### src/inc/tps_params.svh
// Constants of the table push and bit shift engine
// Function
// RULE1 - Push inserts word, entries move down one
// RULE2 - Push runs once per enabled scan
// RULE3 - Program loads table length 0..FF first
// RULE4 - Program loads table start word address
// RULE5 - First table word is the fill counter
// RULE6 - Counter zero or over length: no move
// RULE7 - Count flag set when counter is zero
// RULE8 - Count flag also set at full length
// RULE9 - Counter increments by one per push
// RULE10 - Length minus counter pushes then stop
// RULE11 - Program loads the counter, never hardware; the engine writes counter plus one at each push
// RULE12 - Flags valid until scan end or reuse
// RULE13 - Program gates enable with one-shot pulse
// RULE14 - Left shift moves bits toward higher positions
// RULE15 - Right shift moves bits toward lower positions
// RULE16 - Bits cross words as one serial chain
// RULE17 - Table ends discard out, fill zeros
// RULE18 - Right shift: zeros enter last word top
// RULE19 - Program gives shift count in octal
// RULE20 - Table words are sixteen bits wide
// RULE21 - Overflow flag when count exceeds table bits
// RULE22 - Carry flag when last discarded bit one
// RULE23 - Left shift: zeros enter first word bottom
// RULE24 - Pushed word lands after the counter word
`ifndef TPS_PARAMS_SVH
`define TPS_PARAMS_SVH
// Default widths
`define TPS_AW_DEF 8
`define TPS_DW_DEF 16
`define TPS_BUS_AW 8
// Register byte offsets
`define TPS_OFF_CTRL 8'h00
`define TPS_OFF_SCAN 8'h04
`define TPS_OFF_LEN 8'h08
`define TPS_OFF_BASE 8'h0C
`define TPS_OFF_OPND 8'h10
`define TPS_OFF_STAT 8'h14
`define TPS_OFF_MADR 8'h18
`define TPS_OFF_MDAT 8'h1C
// Control field positions
`define TPS_CTRL_EN 0
`define TPS_CTRL_OP_LO 1
`define TPS_CTRL_OP_HI 2
// Status field positions
`define TPS_STAT_BUSY 0
`define TPS_STAT_CNT 1
`define TPS_STAT_OVF 2
`define TPS_STAT_CRY 3
// Reset values
`define TPS_RST_WORD 16'h0000
`define TPS_RST_BYTE 8'h00
// AXI response codes
`define TPS_RESP_OKAY 2'b00
`define TPS_RESP_SLVERR 2'b10
`endif

### src/inc/tps_pkg.sv
// Types shared by the table push and bit shift engine
package tps_pkg;
	// Operation selected by software
	typedef enum logic [1:0] {OP_NONE, OP_PUSH, OP_SHL, OP_SHR} tps_op_e;
	// Engine sequencer states
	typedef enum logic [2:0] {S_IDLE, S_PCHK, S_PMOVE, S_PSRC, S_PCNT, S_SCHK, S_SHIFT} tps_state_e;
endpackage

### src/verilog/tps_axil_slave.sv
// AXI4-Lite slave front end for the table engine
`timescale 1ns/1ps
`include "tps_params.svh"
module tps_axil_slave (
	input wire logic ref_clk,
	input wire logic arst_n,
	input wire logic [`TPS_BUS_AW-1:0] s_axi_awaddr,
	input wire logic s_axi_awvalid,
	output logic s_axi_awready,
	input wire logic [31:0] s_axi_wdata,
	input wire logic [3:0] s_axi_wstrb,
	input wire logic s_axi_wvalid,
	output logic s_axi_wready,
	output logic [1:0] s_axi_bresp,
	output logic s_axi_bvalid,
	input wire logic s_axi_bready,
	input wire logic [`TPS_BUS_AW-1:0] s_axi_araddr,
	input wire logic s_axi_arvalid,
	output logic s_axi_arready,
	output logic [31:0] s_axi_rdata,
	output logic [1:0] s_axi_rresp,
	output logic s_axi_rvalid,
	input wire logic s_axi_rready,
	output logic regWe,
	output logic [`TPS_BUS_AW-1:0] wrAddr,
	output logic [31:0] wrData,
	output logic [3:0] wrStrb,
	input wire logic wrHit,
	output logic [`TPS_BUS_AW-1:0] rdAddr,
	input wire logic [31:0] rdData,
	input wire logic rdHit
);
	logic awHeld_r; // Write address captured
	logic wHeld_r; // Write data captured
	logic rdPend_r; // Read address captured, data next edge

	// Write channels: address and data in either order, response after both
	always_ff @(posedge ref_clk or negedge arst_n) begin
		if (!arst_n) begin
			s_axi_awready <= 1'b1;
			s_axi_wready <= 1'b1;
			s_axi_bvalid <= 1'b0;
			s_axi_bresp <= `TPS_RESP_OKAY;
			awHeld_r <= 1'b0;
			wHeld_r <= 1'b0;
			regWe <= 1'b0;
			wrAddr <= '0;
			wrData <= '0;
			wrStrb <= '0;
		end else begin
			regWe <= 1'b0;
			if (s_axi_awvalid && s_axi_awready) begin
				awHeld_r <= 1'b1;
				s_axi_awready <= 1'b0;
				wrAddr <= s_axi_awaddr;
			end
			if (s_axi_wvalid && s_axi_wready) begin
				wHeld_r <= 1'b1;
				s_axi_wready <= 1'b0;
				wrData <= s_axi_wdata;
				wrStrb <= s_axi_wstrb;
			end
			// Both halves present: commit one register write
			if (awHeld_r && wHeld_r && !s_axi_bvalid) begin
				regWe <= 1'b1;
				s_axi_bvalid <= 1'b1;
				s_axi_bresp <= wrHit ? `TPS_RESP_OKAY : `TPS_RESP_SLVERR;
				awHeld_r <= 1'b0;
				wHeld_r <= 1'b0;
			end
			// Reopen both channels only once the response is gone
			if (s_axi_bvalid && s_axi_bready) begin
				s_axi_bvalid <= 1'b0;
				s_axi_awready <= 1'b1;
				s_axi_wready <= 1'b1;
			end
		end
	end

	// Read channel: one outstanding read, data one edge after address
	always_ff @(posedge ref_clk or negedge arst_n) begin
		if (!arst_n) begin
			s_axi_arready <= 1'b1;
			s_axi_rvalid <= 1'b0;
			s_axi_rdata <= '0;
			s_axi_rresp <= `TPS_RESP_OKAY;
			rdPend_r <= 1'b0;
			rdAddr <= '0;
		end else begin
			if (s_axi_arvalid && s_axi_arready) begin
				s_axi_arready <= 1'b0;
				rdPend_r <= 1'b1;
				rdAddr <= s_axi_araddr;
			end
			if (rdPend_r) begin
				rdPend_r <= 1'b0;
				s_axi_rvalid <= 1'b1;
				s_axi_rdata <= rdHit ? rdData : 32'h0000_0000;
				s_axi_rresp <= rdHit ? `TPS_RESP_OKAY : `TPS_RESP_SLVERR;
			end
			if (s_axi_rvalid && s_axi_rready) begin
				s_axi_rvalid <= 1'b0;
				s_axi_arready <= 1'b1;
			end
		end
	end
endmodule

### src/verilog/tps_engine.sv
// Table push and bit shift engine with its word memory and register file
`timescale 1ns/1ps
`include "tps_params.svh"
module tps_engine #(
	parameter int AW = `TPS_AW_DEF,
	// RULE20 sixteen bit words
	parameter int DW = `TPS_DW_DEF
) (
	input wire logic ref_clk,
	input wire logic arst_n,
	input wire logic [`TPS_BUS_AW-1:0] s_axi_awaddr,
	input wire logic s_axi_awvalid,
	output logic s_axi_awready,
	input wire logic [31:0] s_axi_wdata,
	input wire logic [3:0] s_axi_wstrb,
	input wire logic s_axi_wvalid,
	output logic s_axi_wready,
	output logic [1:0] s_axi_bresp,
	output logic s_axi_bvalid,
	input wire logic s_axi_bready,
	input wire logic [`TPS_BUS_AW-1:0] s_axi_araddr,
	input wire logic s_axi_arvalid,
	output logic s_axi_arready,
	output logic [31:0] s_axi_rdata,
	output logic [1:0] s_axi_rresp,
	output logic s_axi_rvalid,
	input wire logic s_axi_rready
);
	import tps_pkg::*;

	// Bus side handshake results
	logic regWe;
	logic [`TPS_BUS_AW-1:0] wrAddr;
	logic [31:0] wrData;
	logic [3:0] wrStrb;
	logic wrHit;
	logic [`TPS_BUS_AW-1:0] rdAddr;
	logic [31:0] rdData;
	logic rdHit;

	// Software visible registers
	logic ctrlEn_r; // Rung input level
	tps_op_e ctrlOp_r; // Operation run at each scan
	logic [7:0] len_r; // Table length in words
	logic [AW-1:0] base_r; // Table start word address
	logic [DW-1:0] opnd_r; // Push source word or shift count
	logic [AW-1:0] memAddr_r; // Window pointer into word memory
	logic cntFlag_r; // Table count flag
	logic ovfFlag_r; // Shift overflow flag
	logic carryFlag_r; // Shift carry out flag

	// Working copy of parameters, frozen for one operation
	tps_state_e state_r;
	logic [7:0] wLen_r;
	logic [AW-1:0] wBase_r;
	logic [DW-1:0] wOpnd_r;
	logic wLeft_r; // Shift direction
	logic [DW-1:0] cnt_r; // Fill counter read at push start
	logic [7:0] ptr_r; // Word index inside the table
	logic [DW-1:0] pass_r; // Single bit passes still to do
	logic carry_r; // Bit travelling between words

	// Word memory, no reset: contents are data, not control
	logic [DW-1:0] memA [0:(1<<AW)-1];
	logic engWe;
	logic [AW-1:0] engRdAddr;
	logic [AW-1:0] engWrAddr;
	logic [DW-1:0] engWdata;
	logic [DW-1:0] rdWord;
	logic shOut; // Bit leaving the current word
	logic [DW-1:0] len16; // Length widened for counter compares
	logic [DW-1:0] totBits; // Bits held by the whole table
	logic lastWord; // Current shift word is the far end
	logic scanGo; // Scan boundary accepted
	logic memWrGo; // Bus write into word memory

	// Merge written bytes into a 16 bit register
	function automatic logic [15:0] merge16(input logic [15:0] old, input logic [31:0] nw, input logic [3:0] strb);
		merge16 = {strb[1] ? nw[15:8] : old[15:8], strb[0] ? nw[7:0] : old[7:0]};
	endfunction

	tps_axil_slave u_bus (
		.ref_clk(ref_clk),
		.arst_n(arst_n),
		.s_axi_awaddr(s_axi_awaddr),
		.s_axi_awvalid(s_axi_awvalid),
		.s_axi_awready(s_axi_awready),
		.s_axi_wdata(s_axi_wdata),
		.s_axi_wstrb(s_axi_wstrb),
		.s_axi_wvalid(s_axi_wvalid),
		.s_axi_wready(s_axi_wready),
		.s_axi_bresp(s_axi_bresp),
		.s_axi_bvalid(s_axi_bvalid),
		.s_axi_bready(s_axi_bready),
		.s_axi_araddr(s_axi_araddr),
		.s_axi_arvalid(s_axi_arvalid),
		.s_axi_arready(s_axi_arready),
		.s_axi_rdata(s_axi_rdata),
		.s_axi_rresp(s_axi_rresp),
		.s_axi_rvalid(s_axi_rvalid),
		.s_axi_rready(s_axi_rready),
		.regWe(regWe),
		.wrAddr(wrAddr),
		.wrData(wrData),
		.wrStrb(wrStrb),
		.wrHit(wrHit),
		.rdAddr(rdAddr),
		.rdData(rdData),
		.rdHit(rdHit)
	);

	assign len16 = DW'(wLen_r);
	assign totBits = DW'({wLen_r, 4'h0});
	assign rdWord = memA[engRdAddr];
	assign lastWord = wLeft_r ? (ptr_r == wLen_r - 8'h01) : (ptr_r == 8'h00);
	// Scan writes while busy are dropped so a flag set never meets a clear
	assign scanGo = regWe && (wrAddr == `TPS_OFF_SCAN) && (state_r == S_IDLE);
	assign memWrGo = regWe && (wrAddr == `TPS_OFF_MDAT) && (state_r == S_IDLE);
	// Status is read only, so writes to it are refused
	assign wrHit = (wrAddr <= `TPS_OFF_MDAT) && (wrAddr[1:0] == 2'b00) && (wrAddr != `TPS_OFF_STAT);

	// Control registers written by software
	always_ff @(posedge ref_clk or negedge arst_n) begin
		if (!arst_n) begin
			ctrlEn_r <= 1'b0;
			ctrlOp_r <= OP_NONE;
			len_r <= `TPS_RST_BYTE;
			base_r <= '0;
			opnd_r <= `TPS_RST_WORD;
			memAddr_r <= '0;
		end else if (regWe && wrStrb[0]) begin
			case (wrAddr)
				`TPS_OFF_CTRL: begin
					ctrlEn_r <= wrData[`TPS_CTRL_EN];
					ctrlOp_r <= tps_op_e'(wrData[`TPS_CTRL_OP_HI:`TPS_CTRL_OP_LO]);
				end
				`TPS_OFF_LEN: len_r <= wrData[7:0];
				`TPS_OFF_BASE: base_r <= AW'(merge16(16'(base_r), wrData, wrStrb));
				`TPS_OFF_OPND: opnd_r <= merge16(opnd_r, wrData, wrStrb);
				`TPS_OFF_MADR: memAddr_r <= AW'(merge16(16'(memAddr_r), wrData, wrStrb));
				default: ;
			endcase
		end else if (regWe && wrStrb[1]) begin
			// Upper byte only touches the 16 bit registers
			case (wrAddr)
				`TPS_OFF_OPND: opnd_r <= merge16(opnd_r, wrData, wrStrb);
				default: ;
			endcase
		end
	end

	// Engine memory port: one word read and one word written per cycle
	always_comb begin
		engWe = 1'b0;
		engRdAddr = wBase_r + AW'(ptr_r);
		engWrAddr = engRdAddr;
		engWdata = '0;
		shOut = 1'b0;
		case (state_r)
			// RULE1 entries move down
			S_PMOVE: begin
				engWe = 1'b1;
				engWrAddr = engRdAddr + AW'(1);
				engWdata = rdWord;
			end
			// RULE24 source after counter
			S_PSRC: begin
				engWe = 1'b1;
				engWrAddr = wBase_r + AW'(1);
				engWdata = wOpnd_r;
			end
			// RULE9 counter plus one
			S_PCNT: begin
				engWe = 1'b1;
				engWrAddr = wBase_r;
				engWdata = cnt_r + DW'(1);
			end
			// RULE16 serial bit chain
			S_SHIFT: begin
				engWe = 1'b1;
				if (wLeft_r) begin
					// RULE14 toward higher bits
					engWdata = {rdWord[DW-2:0], carry_r};
					shOut = rdWord[DW-1];
				end else begin
					// RULE15 toward lower bits
					engWdata = {carry_r, rdWord[DW-1:1]};
					shOut = rdWord[0];
				end
			end
			default: ;
		endcase
	end

	// Word memory writes; the engine owns the port while busy
	always_ff @(posedge ref_clk) begin
		if (engWe) begin
			memA[engWrAddr] <= engWdata;
		end else if (memWrGo) begin
			memA[memAddr_r] <= merge16(16'(memA[memAddr_r]), wrData, wrStrb);
		end
	end

	// Operation sequencer, one word per cycle, one bit per shift pass
	always_ff @(posedge ref_clk or negedge arst_n) begin
		if (!arst_n) begin
			state_r <= S_IDLE;
			wLen_r <= `TPS_RST_BYTE;
			wBase_r <= '0;
			wOpnd_r <= `TPS_RST_WORD;
			wLeft_r <= 1'b0;
			cnt_r <= `TPS_RST_WORD;
			ptr_r <= 8'h00;
			pass_r <= `TPS_RST_WORD;
			carry_r <= 1'b0;
		end else begin
			case (state_r)
				S_IDLE: begin
					// RULE2 once per enabled scan
					if (scanGo && ctrlEn_r && ctrlOp_r != OP_NONE) begin
						wLen_r <= len_r;
						wBase_r <= base_r;
						wOpnd_r <= opnd_r;
						wLeft_r <= (ctrlOp_r == OP_SHL);
						ptr_r <= 8'h00;
						state_r <= (ctrlOp_r == OP_PUSH) ? S_PCHK : S_SCHK;
					end
				end
				S_PCHK: begin
					// RULE5 first word is counter
					cnt_r <= rdWord;
					// RULE6 RULE10 stop outside range
					if (rdWord == '0 || rdWord >= len16) begin
						state_r <= S_IDLE;
					end else begin
						ptr_r <= rdWord[7:0];
						state_r <= S_PMOVE;
					end
				end
				S_PMOVE: begin
					// Bottom entry first so nothing is overwritten
					if (ptr_r == 8'h01) begin
						state_r <= S_PSRC;
					end else begin
						ptr_r <= ptr_r - 8'h01;
					end
				end
				S_PSRC: state_r <= S_PCNT;
				S_PCNT: state_r <= S_IDLE;
				S_SCHK: begin
					// RULE21 count beyond table
					if (wOpnd_r > totBits || wOpnd_r == '0) begin
						state_r <= S_IDLE;
					end else begin
						pass_r <= wOpnd_r;
						ptr_r <= wLeft_r ? 8'h00 : wLen_r - 8'h01;
						carry_r <= 1'b0;
						state_r <= S_SHIFT;
					end
				end
				S_SHIFT: begin
					carry_r <= shOut;
					if (lastWord) begin
						// RULE17 end bit dropped, zero enters
						carry_r <= 1'b0;
						ptr_r <= wLeft_r ? 8'h00 : wLen_r - 8'h01;
						pass_r <= pass_r - DW'(1);
						if (pass_r == DW'(1)) begin
							state_r <= S_IDLE;
						end
					end else begin
						ptr_r <= wLeft_r ? ptr_r + 8'h01 : ptr_r - 8'h01;
					end
				end
				default: state_r <= S_IDLE;
			endcase
		end
	end

	// Status flags: cleared at each scan boundary, set by the operation
	always_ff @(posedge ref_clk or negedge arst_n) begin
		if (!arst_n) begin
			cntFlag_r <= 1'b0;
			ovfFlag_r <= 1'b0;
			carryFlag_r <= 1'b0;
		end else begin
			// RULE12 cleared at scan end
			if (scanGo) begin
				cntFlag_r <= 1'b0;
				ovfFlag_r <= 1'b0;
				carryFlag_r <= 1'b0;
			end
			// RULE7 RULE8 zero or full
			if (state_r == S_PCHK) begin
				cntFlag_r <= (rdWord == '0) || (rdWord == len16);
			end
			if (state_r == S_PCNT) begin
				cntFlag_r <= (cnt_r + DW'(1) == len16);
			end
			// RULE21 overflow flag
			if (state_r == S_SCHK) begin
				ovfFlag_r <= (wOpnd_r > totBits);
				carryFlag_r <= 1'b0;
			end
			// RULE22 last discarded bit
			if (state_r == S_SHIFT && lastWord && pass_r == DW'(1)) begin
				carryFlag_r <= shOut;
			end
		end
	end

	// Register read decode
	always_comb begin
		rdData = 32'h0000_0000;
		rdHit = 1'b1;
		case (rdAddr)
			`TPS_OFF_CTRL: rdData = 32'({ctrlOp_r, ctrlEn_r});
			`TPS_OFF_SCAN: rdData = 32'h0000_0000;
			`TPS_OFF_LEN: rdData = 32'(len_r);
			`TPS_OFF_BASE: rdData = 32'(base_r);
			`TPS_OFF_OPND: rdData = 32'(opnd_r);
			`TPS_OFF_STAT: rdData = 32'({carryFlag_r, ovfFlag_r, cntFlag_r, state_r != S_IDLE});
			`TPS_OFF_MADR: rdData = 32'(memAddr_r);
			`TPS_OFF_MDAT: rdData = 32'(memA[memAddr_r]);
			default: rdHit = 1'b0;
		endcase
	end
endmodule

### config.mk
export PLATFORM = sky130hd
export DESIGN_NAME = tps_engine
export DESIGN_NICKNAME = d
export VERILOG_FILES = /design/src/inc/tps_pkg.sv /design/src/verilog/tps_axil_slave.sv /design/src/verilog/tps_engine.sv
export VERILOG_INCLUDE_DIRS = /design/src /design/src/inc
export SDC_FILE = /design/constraint.sdc
export NUM_CORES = 2
export LEC_CHECK = 0
export ABC_CLOCK_PERIOD_IN_PS = 20700
export BUFFER_PORTS_ARGS = -buffer_cell sky130_fd_sc_hd__buf_2
export CAP_MARGIN = 30
export CORE_MARGIN = 3
export CORE_UTILIZATION = 40
export DETAILED_ROUTE_END_ITERATION = 10
export SLEW_MARGIN = 40
export SYNTH_ARGS = -nofsm -noshare
export SYNTH_HDL_FRONTEND = slang
export SYNTH_HIERARCHICAL = 1
export SYNTH_SLANG_ARGS = --single-unit
### constraint.sdc
create_clock -name ref_clk -period 20.7 [get_ports ref_clk]
set_input_delay 3.105 -clock ref_clk [delete_from_list [all_inputs] [get_ports ref_clk]]
set_output_delay 3.105 -clock ref_clk [all_outputs]
set_load 0.03 [all_outputs]
# After elaboration in Yosys (flattened, before gate mapping)
# Memory sizes are Yosys's and may differ from the RTL's.
# Cells that the tools add are included.
dict set report totals {
  reg_bits 202
  ramBits 4096
  output_inout_bits 41
  n_memories 1
}
dict set report op_classes {
  n_addsub 8
  order_cmp 3
  n_eq_ne 34
  muxes 72
  n_reduce_logical 57
}
# name words word_bits rd rd_ports_with_merged_regs wr line
set mem_list {}
lappend mem_list {memA 256 16 2 0 1 tps_engine.sv:64} ;# logic [DW-1:0] memA [0:(1<<AW)-1];
# op n
set ops {}
lappend ops {{16-bit 2-to-1 mux} 8}
lappend ops {{16-bit case mux with 7 select lines} 1}
lappend ops {{8-bit 2-to-1 mux} 12}
lappend ops {{16-bit case mux with 4 select lines} 1}
lappend ops {{8-bit by 5-bit == test with 1-bit output, second input constant} 7}
lappend ops {{8-bit case mux with 5 select lines} 1}
lappend ops {{1-bit 2-to-1 mux} 36}
lappend ops {{16-bit by 8-bit == test with 1-bit output} 2}
lappend ops {{8-bit by 4-bit == test with 1-bit output, second input constant} 4}
lappend ops {{16-bit zero test} 2}
lappend ops {{16-bit case mux with 2 select lines} 1}
lappend ops {{8-bit by 1-bit adder with 8-bit output, second input constant} 3}
lappend ops {{8-bit zero test} 3}
lappend ops {{8-bit case mux with 3 select lines} 1}
lappend ops {{2-bit nonzero test} 11}
lappend ops {{1-bit logical AND} 19}
lappend ops {{3-bit 2-to-1 mux} 6}
lappend ops {{3-bit case mux with 6 select lines} 1}
lappend ops {{16-bit by 1-bit adder with 16-bit output, second input constant} 1}
lappend ops {{16-bit by 1-bit == test with 1-bit output, second input constant} 1}
lappend ops {{8-bit by 3-bit == test with 1-bit output, second input constant} 2}
lappend ops {{16-bit by 8-bit greater-or-equal comparator with 1-bit output} 1}
lappend ops {{16-bit by 12-bit greater-than comparator with 1-bit output} 1}
lappend ops {{16-bit OR reduction} 1}
lappend ops {{28 further kinds} 48}

# Logic depth before layout (Yosys ltp)
dict set report logic_depth {
  word_depth 8
  ltp_mapped 28
  depth_no_buf 24
}

# Hierarchy
# The synthesis kept the hierarchy.
# module n_inst cells_each area_each_um2 seq_area_each_um2
set by_module_without_submodules {}
lappend by_module_without_submodules {tps_engine 1 9836 199299.9 126075.9}
lappend by_module_without_submodules {tps_axil_slave 1 286 3759.9 2381.0}

# Worst setup path after synthesis
# No wires, ideal clock.
dict set report synth_path {
  path_type {register to register}
  startpoint {reg ptr_r[0]}
  endpoint {mem memA[0][7] (netlist name), data pin}
  setup_ps 2187
  arrival_time_ps 13750
  required_time_ps 18513
  path_slack_ps 4764
  path_stages_with_launch 17
  n_path_buf 5
  cell_sequence {dfrtp_1 -> ha_1 -> fa_1 -> buf_2 -> buf_2 -> buf_2 -> clkbuf_1 -> clkbuf_1 -> mux4_2 -> nand2_1 -> a311oi_1 -> o21ai_0 -> and4_1 -> or2_2 -> o21ai_0 -> a21oi_1 -> o21ai_0}
}
dict set report synth_via {
  elab_chain_cells 5
}
# item line
set synth_lines {}
lappend synth_lines {{start, declared} tps_engine.sv:59} ;# logic [7:0] ptr_r;
lappend synth_lines {{start signal, assigned} tps_engine.sv:236} ;# ptr_r <= rdWord[7:0];
lappend synth_lines {{start signal, assigned} tps_engine.sv:245} ;# ptr_r <= ptr_r - 8'h01;
lappend synth_lines {{start signal, assigned} tps_engine.sv:256} ;# ptr_r <= wLeft_r ? 8'h00 : wLen_r - 8'h01;
lappend synth_lines {{8-bit adder *} tps_engine.sv:155} ;# engRdAddr = wBase_r + AW'(ptr_r);
lappend synth_lines {{memory read 256 x 16 bit *} --}
lappend synth_lines {{16-bit 2-to-1 mux} tps_engine.sv:181} ;# if (wLeft_r) begin
lappend synth_lines {{16-bit case mux with 4 select lines *} tps_engine.sv:159} ;# case (state_r)
lappend synth_lines {{16-bit 2-to-1 mux (no line) *} --}
lappend synth_lines {{end, declared} tps_engine.sv:64}
# Mark *: on every way between the ends. The rest lies on a longest branch, timed or not.

# Final worst setup path
dict set report layout_path {
  startpoint {reg wBase_r[0]}
  endpoint {mem memA[64][2] (netlist name), data pin}
}
dict set report layout_via {
  elab_cells_between_ends 5
  classes_between {add/sub: 1; mux: 3; memory: 1}
}
# item line
set layout_rtl {}
lappend layout_rtl {{start, declared} tps_engine.sv:55} ;# logic [AW-1:0] wBase_r;
lappend layout_rtl {{start signal, assigned} tps_engine.sv:222} ;# wBase_r <= base_r;
lappend layout_rtl {{8-bit adder} tps_engine.sv:155}
lappend layout_rtl {{memory read 256 x 16 bit} --}
lappend layout_rtl {{net rdWord[2]} tps_engine.sv:69} ;# logic [DW-1:0] rdWord;
lappend layout_rtl {{16-bit case mux with 4 select lines} tps_engine.sv:159}
lappend layout_rtl {{16-bit 2-to-1 mux (no line)} --}
# The timed path passes the listed nets, and every way through them passes these cells.

==> results.md <==
- CP max-delay cell: fa_4
- Final setup fails: 0
- F_max: 95.26 MHz
- Synth warnings: 6
- HP Start: u_bus/rdAddr[6]
- WP data required: 21.39 ns
- Drc violations: 0
- RePlAce Congestion: 0.9081
- Total congestion overflow: 0
- Max incr delay on CP: 1.31 ns
- Worst reg2reg setup slack: 10.20 ns
- Static leakage: 80.36 nW
- First-pass GRT wire length: 980.8 mm
- CTS sink cnt: about 4,300
- Area of the mapped netlist: 202,400 sq um
- Post-CTS Resized: 0
- CP Max Fanout: ~70
- Num CTS Buffers: between 400 and 500
- CP Capture Type: register
- Die area: 514,500 sq um
- Data arrival, critical path: 11.19 ns
- Clock Latency Late Sink: 1.09 ns
- Worst hold path type: reg -> reg
- CTS tree: built
- NetSw: 3.826 mW
- Share of cells above drive strength 1: 0.4009
- Clk buf depth: 4
- HPWL Detailed: approximately 460 mm
- Hold Path Stages: 1
- Final Skew: 0.09469 ns
- FF-to-FF End: memA[64][2]
- WHS Endpoint: u_bus/rdAddr[6]
- Vias in the first global route: 118,400
- Reg-to-reg critical path startpoint: wBase_r[0]
- Max-cap viol count: 0
- Die Ht: 717.3 um
- Hold buffer count at CTS: 0
- FILL cells: 41,430
- Initial antenna violation count: 49
- Pin count of the biggest net entering global routing: 127
- R2R cell count: 20
- Clock Power Share: 0.455
- RSZ-0062 raised after global routing: no
- Internal power: around 14 mW
- Run status: complete, no violations
- GR Util met2: 0.4171
- Die X: 717.3 um
- Syn Inst Count: about 10,000
- P&R area growth vs syn: 14.82%
- Iter 0 DRT Violations: 18,810
- Grt met3 use: 0.08035
- DR vias: between 100k and 150k
- Vias/cell: 6.760
- H-Tree Depth: 5
- Port Buf Inserts: 79
- DRT antenna net count: 0
- Worst-margin pin slew: 0.9923 ns
- Layout Nets: around 11,000
- Met1 Usage GRT: 0.3644
- Final slew viol count: 0
- Core area: between 500,000 and 600,000 sq um
- Routed WL: around 710 mm
- Root buffer cell: clkbuf_16
- Final worst path period share: 0.5071
- CP top delay family: buffers and inverters
- Power Density: 78.18 nW/um^2
- Startpoint Class: register
- Fin Setup TNS: 0 ns
- GRT Total Usage: 0.2754
- Hold Fails Final Rpt: 0
- Placed insts: between 15,000 and 20,000
- Combinational share of power: 0.021
- Initial DRT Pass Iterations: 6
- Most Crowded Layer GR: met2
- Most frequent cell on the critical path: buf_4
- Kind of critical path: reg -> reg
- Max_slew headroom: 0.3354
- Critical-path cell list: ha_4, fa_4, buf_4, buf_4, buf_4, buf_12, buf_4, mux4_2, nand2_1, a32oi_1, nand3_1, a211o_1, mux2i_1, nand2_1, nand2_1, a221oi_1, o21ai_4, buf_4, buf_4, buf_4
- Switching portion of total power: 0.2106
- Initial Util: 0.4026
- Clock transition at path regs: 0.07 ns
- Post-CTS Setup Repair Bufs: 0
- Tmin final: between 10 and 15 ns
- WP buf/inv: 8
- # IOs: 100
- Routed len/inst: just over 40 um
- Seq pwr share: 0.524
- Synthesized area per cell: approximately 20 sq um
- Max IR drop VDD: between 70 and 80 uV
- # rows: 260
- Post-Layout Cell Count: between 15,000 and 20,000
## sequential cells by signal, summed over array words and instances, names as in the netlist, 2 cells and up
| signal | cells |
|---|---|
| memA | 4096 |
| u_bus/s_axi_rdata | 32 |
| cnt_r | 16 |
| opnd_r | 16 |
| pass_r | 16 |
| u_bus/wrData | 16 |
| wOpnd_r | 16 |
| base_r | 8 |
| len_r | 8 |
| memAddr_r | 8 |
| ptr_r | 8 |
| u_bus/rdAddr | 8 |
| u_bus/wrAddr | 8 |
| wBase_r | 8 |
| wLen_r | 8 |
| state_r | 3 |
| ctrlOp_r | 2 |
| u_bus/wrStrb | 2 |
## metal layers
layer	share of wire	vias up
met2	0.45	8330
li1	-	44490
met3	0.13	1559
met5	0.00048	-
met1	0.36	64050
met4	0.061	28
## stage by stage
stage	util	area, sq um	setup WS (ns)	hold slack [ns]	total power [mW]
CTS	0.4605	231400	10.27	0.4985	18.25
global placement	0.4237	213000	9.940	0.4707	10.08
global route	0.4621	232200	10.05	0.5211	18.62
detailed placement	0.4311	216700	10.32	0.4852	10.09
finish	0.4623	232300	10.20	0.5017	18.16
floorplan	-	202400	4.764	0.4570	9.938
## placed cells by master, fill, tap and decap left out, types with 78 or more instances in the layout
| master | instances |
|---|---|
| clkinv_1 | 100 |
| nor2_1 | 105 |
| clkinv_2 | 78 |
| edfxtp_1 | 4096 |
| nor2_4 | 137 |
| dfrtp_1 | 190 |
| o21ai_0 | 108 |
| clkbuf_16 | 446 |
| mux2i_1 | 149 |
| buf_16 | 79 |
| nand2_1 | 530 |
| buf_2 | 80 |
| and3_1 | 79 |
| nor3_2 | 87 |
| buf_4 | 369 |
| nand3_1 | 174 |
| a21oi_1 | 89 |
| mux4_2 | 2435 |
| buf_8 | 84 |
| mux2_2 | 109 |
## power groups by stage
stage	combinational, mW	clock [mW]	sequential [mW]
after floorplan	0.271	0	9.67
after CTS	0.389	8.35	9.52
after global routing	0.410	8.69	9.52
final	0.387	8.26	9.52
after detailed placement	0.387	0	9.70
after global placement	0.381	0	9.70
## worst max-delay path by stage
stage | start | to | slack [ns] | depth (start not counted)
after floorplan | ptr_r[0] | memA[0][7] | 4.76 | 16
after global placement | ptr_r[0] | memA[238][12] | 9.94 | 17
after CTS | ptr_r[0] | memA[194][4] | 10.27 | 20
after global routing | ptr_r[0] | memA[68][2] | 10.05 | 20
final | wBase_r[0] | memA[64][2] | 10.20 | 20
after detailed placement | ptr_r[0] | memA[233][1] | 10.32 | 19
## layout make-up
| cell class | count | area, sq um | share of cell area |
|---|---|---|---|
| Clock inverter | 284 | 3303 | 0.01422 |
| Multi-Input combinational cell | 4919 | 72870 | 0.3136 |
| Sequential cell | 4296 | 128000 | 0.5510 |
| Inverter | 72 | 270.3 | 0.001163 |
| Timing Repair Buffer | 698 | 7930 | 0.03413 |
| Tap cell | 6681 | 8359 | 0.03598 |
| Antenna cell | 50 | 125.1 | 0.0005385 |
| Clock buffer | 523 | 11460 | 0.04931 |
(Power assumes the default switching activity.)
